### src/design/osc_ctrl_defines.svh
`ifndef OSC_CTRL_DEFINES_SVH
`define OSC_CTRL_DEFINES_SVH

// Register addresses on the plain register port.
`define OSC_CTRL_ADDR 12'hf86
`define OSC_STATUS_ADDR 12'hf87

// Reset value of the oscillator control register.
`define OSC_CTRL_RESET 8'ha0

// Unlock key values, written in this order.
`define UNLOCK_KEY_FIRST 8'he7
`define UNLOCK_KEY_SECOND 8'h18

// Field positions in the oscillator control register.
`define BIT_INT_EN 7
`define BIT_XTL_EN 6
`define BIT_WDT_EN 5
`define BIT_SYS_FD 4
`define BIT_WDT_FD 3
`define SEL_MSB 2
`define SEL_LSB 0

// Field positions in the status register.
`define ST_SYS_FAIL 7
`define ST_WDT_FAIL 6
`define ST_HALT 5
`define ST_LOCK_MSB 4
`define ST_LOCK_LSB 3

// Clock period and the dead-source timeout.
`define CLK_PERIOD_PS 4000
`define FAIL_TIME_NS 1000
`define FAIL_CYCLES ((`FAIL_TIME_NS * 1000 + `CLK_PERIOD_PS - 1) / `CLK_PERIOD_PS)

`endif

### src/design/osc_ctrl_pkg.sv
package osc_ctrl_pkg;

    // Progress through the unlock sequence.
    typedef enum logic [1:0] {
        LOCKED = 2'b00,
        KEY_SEEN = 2'b01,
        OPEN = 2'b10
    } lock_state_t;

    // Encoding of the system clock source select field.
    typedef enum logic [2:0] {
        SRC_INT_FAST = 3'b000,
        SRC_INT_SLOW = 3'b001,
        SRC_CRYSTAL = 3'b010,
        SRC_WATCHDOG = 3'b011,
        SRC_EXTERNAL = 3'b100
    } clk_src_t;

endpackage

### src/design/oscillator_control_lock.sv
// The address-and-strobe port was chosen for this implementation.
`timescale 1ns/10ps
`default_nettype none
`include "osc_ctrl_defines.svh"

module oscillator_control_lock
    import osc_ctrl_pkg::*;
#(
    parameter int FAIL_COUNT = `FAIL_CYCLES
) (
    input wire logic clock,
    input wire logic srst,
    input wire logic [11:0] addr,
    input wire logic [7:0] wdata,
    input wire logic wr,
    input wire logic rd,
    output logic [7:0] rdata,
    input wire logic [3:0] osc_alive,
    input wire logic gpio_pin_a_oe,
    input wire logic gpio_pin_a_out,
    input wire logic gpio_pin_b_oe,
    input wire logic gpio_pin_b_out,
    output logic crystal_pin_a_oe,
    output logic crystal_pin_a_out,
    output logic crystal_pin_b_oe,
    output logic crystal_pin_b_out,
    output logic internal_osc_enable,
    output logic internal_rate_slow,
    output logic crystal_osc_enable,
    output logic watchdog_osc_enable,
    output logic sysclk_fail_detect_enable,
    output logic watchdog_osc_fail_detect_enable,
    output logic [2:0] sysclk_source_select,
    output logic device_halt
);

    // Counter width covers the timeout with one spare bit.
    localparam int CW = $clog2(FAIL_COUNT + 1) + 1;

    // Alive indices: 0 internal, 1 crystal, 2 watchdog, 3 external clock.
    logic [3:0] alive_meta_reg; // First synchroniser stage, read only by the second.
    logic [3:0] alive_reg; // Synchronised oscillator running indications.
    logic [7:0] ctrl_reg; // Stored oscillator control value.
    lock_state_t lock_reg; // Unlock sequence state.
    logic override_reg; // Hardware recovery has taken over the source choice.
    clk_src_t override_src_reg; // Source chosen by recovery.
    clk_src_t eff_src_reg; // Source actually driving the system clock.
    logic [CW-1:0] sys_dead_reg; // Cycles the chosen source has looked dead.
    logic [CW-1:0] wdt_dead_reg; // Cycles the watchdog oscillator has looked dead.
    logic sys_fail_reg; // Sticky system clock failure flag.
    logic wdt_fail_reg; // Sticky watchdog oscillator failure flag.
    logic halt_reg; // Sticky stop; only the power-on reset clears it.

    // Decoded accesses and dead-time events.
    logic ctrl_wr;
    logic status_wr;
    logic sys_dead_evt;
    logic wdt_dead_evt;
    assign ctrl_wr = wr && (addr == `OSC_CTRL_ADDR) && !halt_reg;
    assign status_wr = wr && (addr == `OSC_STATUS_ADDR) && !halt_reg;
    assign sys_dead_evt = (sys_dead_reg == CW'(FAIL_COUNT));
    assign wdt_dead_evt = (wdt_dead_reg == CW'(FAIL_COUNT));

    // Whether a select code names a known source.
    function automatic logic src_valid(input logic [2:0] sel);
        begin
            src_valid = (sel <= SRC_EXTERNAL);
        end
    endfunction

    // Running indication of the oscillator behind a select code.
    function automatic logic src_alive(input logic [2:0] sel, input logic [3:0] alive);
        begin
            case (sel)
                SRC_INT_FAST, SRC_INT_SLOW: src_alive = alive[0];
                SRC_CRYSTAL: src_alive = alive[1];
                SRC_WATCHDOG: src_alive = alive[2];
                SRC_EXTERNAL: src_alive = alive[3];
                default: src_alive = 1'b0;
            endcase
        end
    endfunction

    // The running indications come from analog circuits on other clocks.
    always_ff @(posedge clock) begin
        if (srst) begin
            alive_meta_reg <= 4'h0;
            alive_reg <= 4'h0;
        end else begin
            alive_meta_reg <= osc_alive;
            alive_reg <= alive_meta_reg;
        end
    end

    // Unlock sequencer; only writes to the control address move it.
    always_ff @(posedge clock) begin
        if (srst) begin
            lock_reg <= LOCKED;
        end else if (ctrl_wr) begin
            case (lock_reg)
                LOCKED: begin
                    if (wdata == `UNLOCK_KEY_FIRST) begin
                        lock_reg <= KEY_SEEN;
                    end
                end
                KEY_SEEN: begin
                    // A repeated first key restarts the pair rather than failing it.
                    if (wdata == `UNLOCK_KEY_SECOND) begin
                        lock_reg <= OPEN;
                    end else if (wdata == `UNLOCK_KEY_FIRST) begin
                        lock_reg <= KEY_SEEN;
                    end else begin
                        lock_reg <= LOCKED;
                    end
                end
                OPEN: begin
                    lock_reg <= LOCKED;
                end
                default: begin
                    lock_reg <= LOCKED;
                end
            endcase
        end
    end

    // The stored value changes only on the write that follows a full unlock.
    always_ff @(posedge clock) begin
        if (srst) begin
            ctrl_reg <= `OSC_CTRL_RESET;
        end else if (ctrl_wr && (lock_reg == OPEN)) begin
            ctrl_reg <= wdata;
        end
    end

    // Dead-time counters saturate one past the timeout so the event fires once.
    always_ff @(posedge clock) begin
        if (srst || src_alive(eff_src_reg, alive_reg)) begin
            sys_dead_reg <= '0;
        end else if (sys_dead_reg <= CW'(FAIL_COUNT)) begin
            sys_dead_reg <= sys_dead_reg + CW'(1);
        end
    end

    // The watchdog counter only runs while its failure detection is armed.
    always_ff @(posedge clock) begin
        if (srst || alive_reg[2] || !ctrl_reg[`BIT_WDT_FD] || !ctrl_reg[`BIT_WDT_EN]) begin
            wdt_dead_reg <= '0;
        end else if (wdt_dead_reg <= CW'(FAIL_COUNT)) begin
            wdt_dead_reg <= wdt_dead_reg + CW'(1);
        end
    end

    // Recovery moves to the watchdog oscillator, or off it when it fails.
    // A new effective control write hands the choice back to software.
    always_ff @(posedge clock) begin
        if (srst) begin
            override_reg <= 1'b0;
            override_src_reg <= SRC_INT_FAST;
        end else if (sys_dead_evt && ctrl_reg[`BIT_SYS_FD]) begin
            override_reg <= 1'b1;
            override_src_reg <= (eff_src_reg == SRC_WATCHDOG) ? SRC_INT_FAST : SRC_WATCHDOG;
        end else if (wdt_dead_evt && eff_src_reg == SRC_WATCHDOG) begin
            override_reg <= 1'b1;
            override_src_reg <= SRC_INT_FAST;
        end else if (ctrl_wr && (lock_reg == OPEN)) begin
            override_reg <= 1'b0;
        end
    end

    // Effective source; a reserved select code keeps the previous source.
    always_ff @(posedge clock) begin
        if (srst) begin
            eff_src_reg <= SRC_INT_FAST;
        end else if (override_reg) begin
            eff_src_reg <= override_src_reg;
        end else if (src_valid(ctrl_reg[`SEL_MSB:`SEL_LSB])) begin
            eff_src_reg <= clk_src_t'(ctrl_reg[`SEL_MSB:`SEL_LSB]);
        end
    end

    // Sticky failure flags; writing ones clears them, but a new event wins.
    always_ff @(posedge clock) begin
        if (srst) begin
            sys_fail_reg <= 1'b0;
            wdt_fail_reg <= 1'b0;
        end else begin
            if (sys_dead_evt && ctrl_reg[`BIT_SYS_FD]) begin
                sys_fail_reg <= 1'b1;
            end else if (status_wr && wdata[`ST_SYS_FAIL]) begin
                sys_fail_reg <= 1'b0;
            end
            if (wdt_dead_evt) begin
                wdt_fail_reg <= 1'b1;
            end else if (status_wr && wdata[`ST_WDT_FAIL]) begin
                wdt_fail_reg <= 1'b0;
            end
        end
    end

    // With detection off, a dead clock stops the part until power-on reset.
    always_ff @(posedge clock) begin
        if (srst) begin
            halt_reg <= 1'b0;
        end else if (sys_dead_evt && !ctrl_reg[`BIT_SYS_FD]) begin
            halt_reg <= 1'b1;
        end
    end

    // Oscillator enables; recovery keeps its chosen source running.
    always_ff @(posedge clock) begin
        if (srst) begin
            internal_osc_enable <= 1'b0;
            internal_rate_slow <= 1'b0;
            crystal_osc_enable <= 1'b0;
            watchdog_osc_enable <= 1'b0;
            sysclk_fail_detect_enable <= 1'b0;
            watchdog_osc_fail_detect_enable <= 1'b0;
            sysclk_source_select <= SRC_INT_FAST;
            device_halt <= 1'b0;
        end else begin
            internal_osc_enable <= ctrl_reg[`BIT_INT_EN]
                || (override_reg && override_src_reg == SRC_INT_FAST);
            internal_rate_slow <= (eff_src_reg == SRC_INT_SLOW);
            crystal_osc_enable <= ctrl_reg[`BIT_XTL_EN];
            watchdog_osc_enable <= ctrl_reg[`BIT_WDT_EN]
                || (override_reg && override_src_reg == SRC_WATCHDOG);
            sysclk_fail_detect_enable <= ctrl_reg[`BIT_SYS_FD];
            watchdog_osc_fail_detect_enable <= ctrl_reg[`BIT_WDT_FD];
            sysclk_source_select <= eff_src_reg;
            device_halt <= halt_reg;
        end
    end

    // The crystal takes both pins away from the port logic.
    always_ff @(posedge clock) begin
        if (srst) begin
            crystal_pin_a_oe <= 1'b0;
            crystal_pin_a_out <= 1'b0;
            crystal_pin_b_oe <= 1'b0;
            crystal_pin_b_out <= 1'b0;
        end else begin
            crystal_pin_a_oe <= gpio_pin_a_oe && !ctrl_reg[`BIT_XTL_EN];
            crystal_pin_a_out <= gpio_pin_a_out && !ctrl_reg[`BIT_XTL_EN];
            crystal_pin_b_oe <= gpio_pin_b_oe && !ctrl_reg[`BIT_XTL_EN];
            crystal_pin_b_out <= gpio_pin_b_out && !ctrl_reg[`BIT_XTL_EN];
        end
    end

    // Read data stand in the cycle after the read strobe only.
    always_ff @(posedge clock) begin
        if (srst || !rd) begin
            rdata <= 8'h00;
        end else if (addr == `OSC_CTRL_ADDR) begin
            rdata <= ctrl_reg;
        end else if (addr == `OSC_STATUS_ADDR) begin
            rdata <= {sys_fail_reg, wdt_fail_reg, halt_reg, lock_reg, eff_src_reg};
        end else begin
            rdata <= 8'h00;
        end
    end
endmodule

`default_nettype wire

### config.mk
export PLATFORM = sky130hd
export DESIGN_NAME = oscillator_control_lock
export DESIGN_NICKNAME = d
export VERILOG_FILES = /design/src/design/osc_ctrl_pkg.sv /design/src/design/oscillator_control_lock.sv
export VERILOG_INCLUDE_DIRS = /design/src /design/src/design
export SDC_FILE = /design/constraint.sdc
export NUM_CORES = 1
export LEC_CHECK = 0
export ABC_AREA = 0
export BUFFER_PORTS_ARGS = -buffer_cell sky130_fd_sc_hd__buf_2
export CORE_MARGIN = 2
export CORE_UTILIZATION = 38
export DETAILED_ROUTE_END_ITERATION = 12
export GPL_TIMING_DRIVEN = 0
export MAX_ROUTING_LAYER = met4
export RECOVER_POWER = 50
export SETUP_SLACK_MARGIN = 0.5
export SLEW_MARGIN = 20
export SYNTH_ARGS = -nofsm -noshare
export SYNTH_HDL_FRONTEND = slang
export SYNTH_SLANG_ARGS = --single-unit
### constraint.sdc
create_clock -name clock -period 2.95 [get_ports clock]
set_input_delay 0.295 -clock clock [delete_from_list [all_inputs] [get_ports clock]]
set_output_delay 0.295 -clock clock [all_outputs]
set_load 0.02 [all_outputs]
==> flow_summary.toml <==
[outcome]
outcome = "complete, no violations"

[floorplan]
core-area_um2 = 6719
die-area_um2 = 7586
start_util = 0.3905
floorplan.rows = 30
die_y_um = 87.10
die_x_um = 87.10
pin_count = 54

[route]
wl_um = 5567
drt_iter0_markers = 78
firstDrtPassIters = 4
vias = 2163
routed_via_density = 5.089
drt.antenna.violating_nets = 0
wl_per_cell_um = 13.10
drc_errors = 0

[synth]
synth-xor-area-share = 0.01335
ys_seq_area_frac = 0.5036
yosys.cell_types.count = 43
synth_edf_count = 0
synth_fp_nets = 312
netlist.area_leader.share = 0.5036
avgSynthCellArea_um2 = 9.506
yosysMostFrequentCell = "dfxtp_1"
synth_mux_area_frac = 0.06485
synth_common_cells = "dfxtp_1 (66), nor2_1 (38), nor2b_1 (19)"
synth_seq_cells = 66
yosys_warnings = 0
yosys.area.top_type = "dfxtp_1"
synthArstFlopShare = 0
synthTopCellsByArea = "dfxtp_1 (50%), mux2i_1 (6.5%), nor2_1 (5.4%)"
synth_compound_area_frac = 0.1144
synth_top_family_by_area = "simple AND/OR/NAND/NOR gates"
synth_cells = 276
synthesis.area_um2 = 2624
synthAdderAreaFrac = 0.01907
synth_flop_cell = "dfxtp_1"
synth_simple_gate_area_frac = 0.2499

[hold_path]
hp-class = "input pin to register"
hold_start = "gpio_pin_a_out"

[cts]
post-cts-setup-buffers = 0
holdBufCountCts = 0
htreeDepth = 3
clockRootBuffer = "clkbuf_8"
clkTransAtPathRegs_ns = 0.07
cts_sinks = 66
cts_buffers = 9
cts_tree = "built"
cts_buffer_depth = 2
post_cts_resize_count = 0
insertion_delay_ns = 0.34

[global_routing]
antenna_found_initial = 0
grt_max_degree = 12
overflow = 0
grt_util_all_layers = 0.1606
grt_pass1_wl_um = 9128
grt_pass1_vias = 1959

[placed_design]
dpl.hpwl_um = 4090
gp_congestion = 0.7581
io_buffer_count = 53
dpl_cell_area_um2 = 2989

[final_layout]
final_util = 0.4760
design_area_um2 = 3198
syn2layout_area_growth_pct = 21.89
fin_nets = 376
drive_gt1_frac = 0.1478
n_antenna_cell = 0

[pwr]
finalPower_mw = 1.885
p_int_mw = 1.498
ir_drop_mv = 0.2655
p_clk_frac = 0.476
switching_power_mw = 0.3868
swShare = 0.2052
power_frac_seq = 0.482
power_leakage_nw = 1.297
powerDensity_nw_per_um2 = 589.5
combPwrFrac = 0.042

[timing]
maxSlewHeadroom = 0.5546
fmax_mhz = 652.8
whs_ns = 0.1551
skew_ns = 0.005810
fin_tns_setup_ns = 0
rsz0062_at_grt = "no"
fin_crit_sh = 0.5192
finalMaxSlewViolations = 0
fin_crit_ns = 1.532
hold_viol_final = 0
max_slew.worst_pin.slew_ns = 0.6681
setup_viol = 0

[run]
maxCapViolCount = 0

[critical_path]
end_kind = "register"
crit_type = "register to register"
critPathLaunch = "sys_dead_reg[1]$_SDFFE_PP0P_"
worstPathArrival_ns = 1.78
cp_data_required_time_ns = 3.20
startpoint_type = "register"
worst-path-max-fanout = 5
r2r_start = "sys_dead_reg[1]$_SDFFE_PP0P_"
[path summary, 6_finish.rpt]
check,slack [ns],cells past startpoint,end
min reg2reg,0.44,1,alive_reg[0]$_SDFF_PP0_
max,1.42,4,override_src_reg[0]$_SDFFE_PP0P_
max reg2reg,1.42,4,override_src_reg[0]$_SDFFE_PP0P_
min,0.16,2,crystal_pin_a_out$_SDFF_PP0_
[stage by stage]
stage | instances | setup WS (ns)
floorplan | 276 | 1.562
global placement | 409 | 1.395
detailed placement | 409 | 1.386
CTS | 425 | 1.371
global route | 425 | 1.210
finish | 425 | 1.418
[critical path, cell delays in order, from the launching register on]
cell	delay, ns
dfxtp_1	0.40
ha_1	0.18
nor3b_1	0.28
nand4_1	0.26
a221oi_1	0.34
[cell type report]
cell class                      count  area, um^2
Fill cell                         671        3521
Sequential cell                    66        1321
Multi-Input combinational cell    189        1211
Timing Repair Buffer               53       240.2
Clock buffer                       11       131.4
Clock inverter                      5       102.6
Tap cell                           80       100.1
Buffer                              9       46.29
Inverter                           12       45.04
[per-layer routing]
layer  GRT usage  routed length, um
met5           -                  0
met3     0.03318                226
met1      0.1996               2600
met2      0.2457               2613
met4     0.08392                127
[logic make-up (layout without fill, tap and decap cells)]
kind of cell               after synthesis  count (layout)
and+or+nand+nor                        118             118
muxes                                   17              17
buffers and inverters                   21              90
adders and majority gates                4               4
DFF                                     66              66
AOI/OAI and AO/OA                       46              46
xor gates and xnor gates                 4               4
[placed cells by master, fill, tap and decap left out, types with 3 or more instances in the layout]
cell type and instances:
nor4b_1 3, o211a_1 3, ha_1 4, nor2b_1 19, inv_1 12, nand4_1 6
dfxtp_1 66, nor2_1 38, bufinv_16 3, nand2_1 9, a21oi_1 13, and2_1 3
nor3b_1 3, o21ai_0 11, nand4b_1 3, and2_0 3, nor3_1 5, buf_2 34
xnor2_1 4, nand3_1 7, mux2i_1 17, and3b_1 3, or3_1 4, a31oi_1 6
a211o_1 3, clkbuf_8 9, clkbuf_1 27
[power by group through the flow]
stage	clock network (mW)	registers [mW]	logic, mW
final	0.897	0.909	0.0786
after global routing	0.950	0.911	0.0873
after CTS	0.913	0.910	0.0805
after detailed placement	0	0.930	0.0801
after global placement	0	0.930	0.0789
after floorplan	0	0.934	0.0354
(Power assumes the default switching activity.)
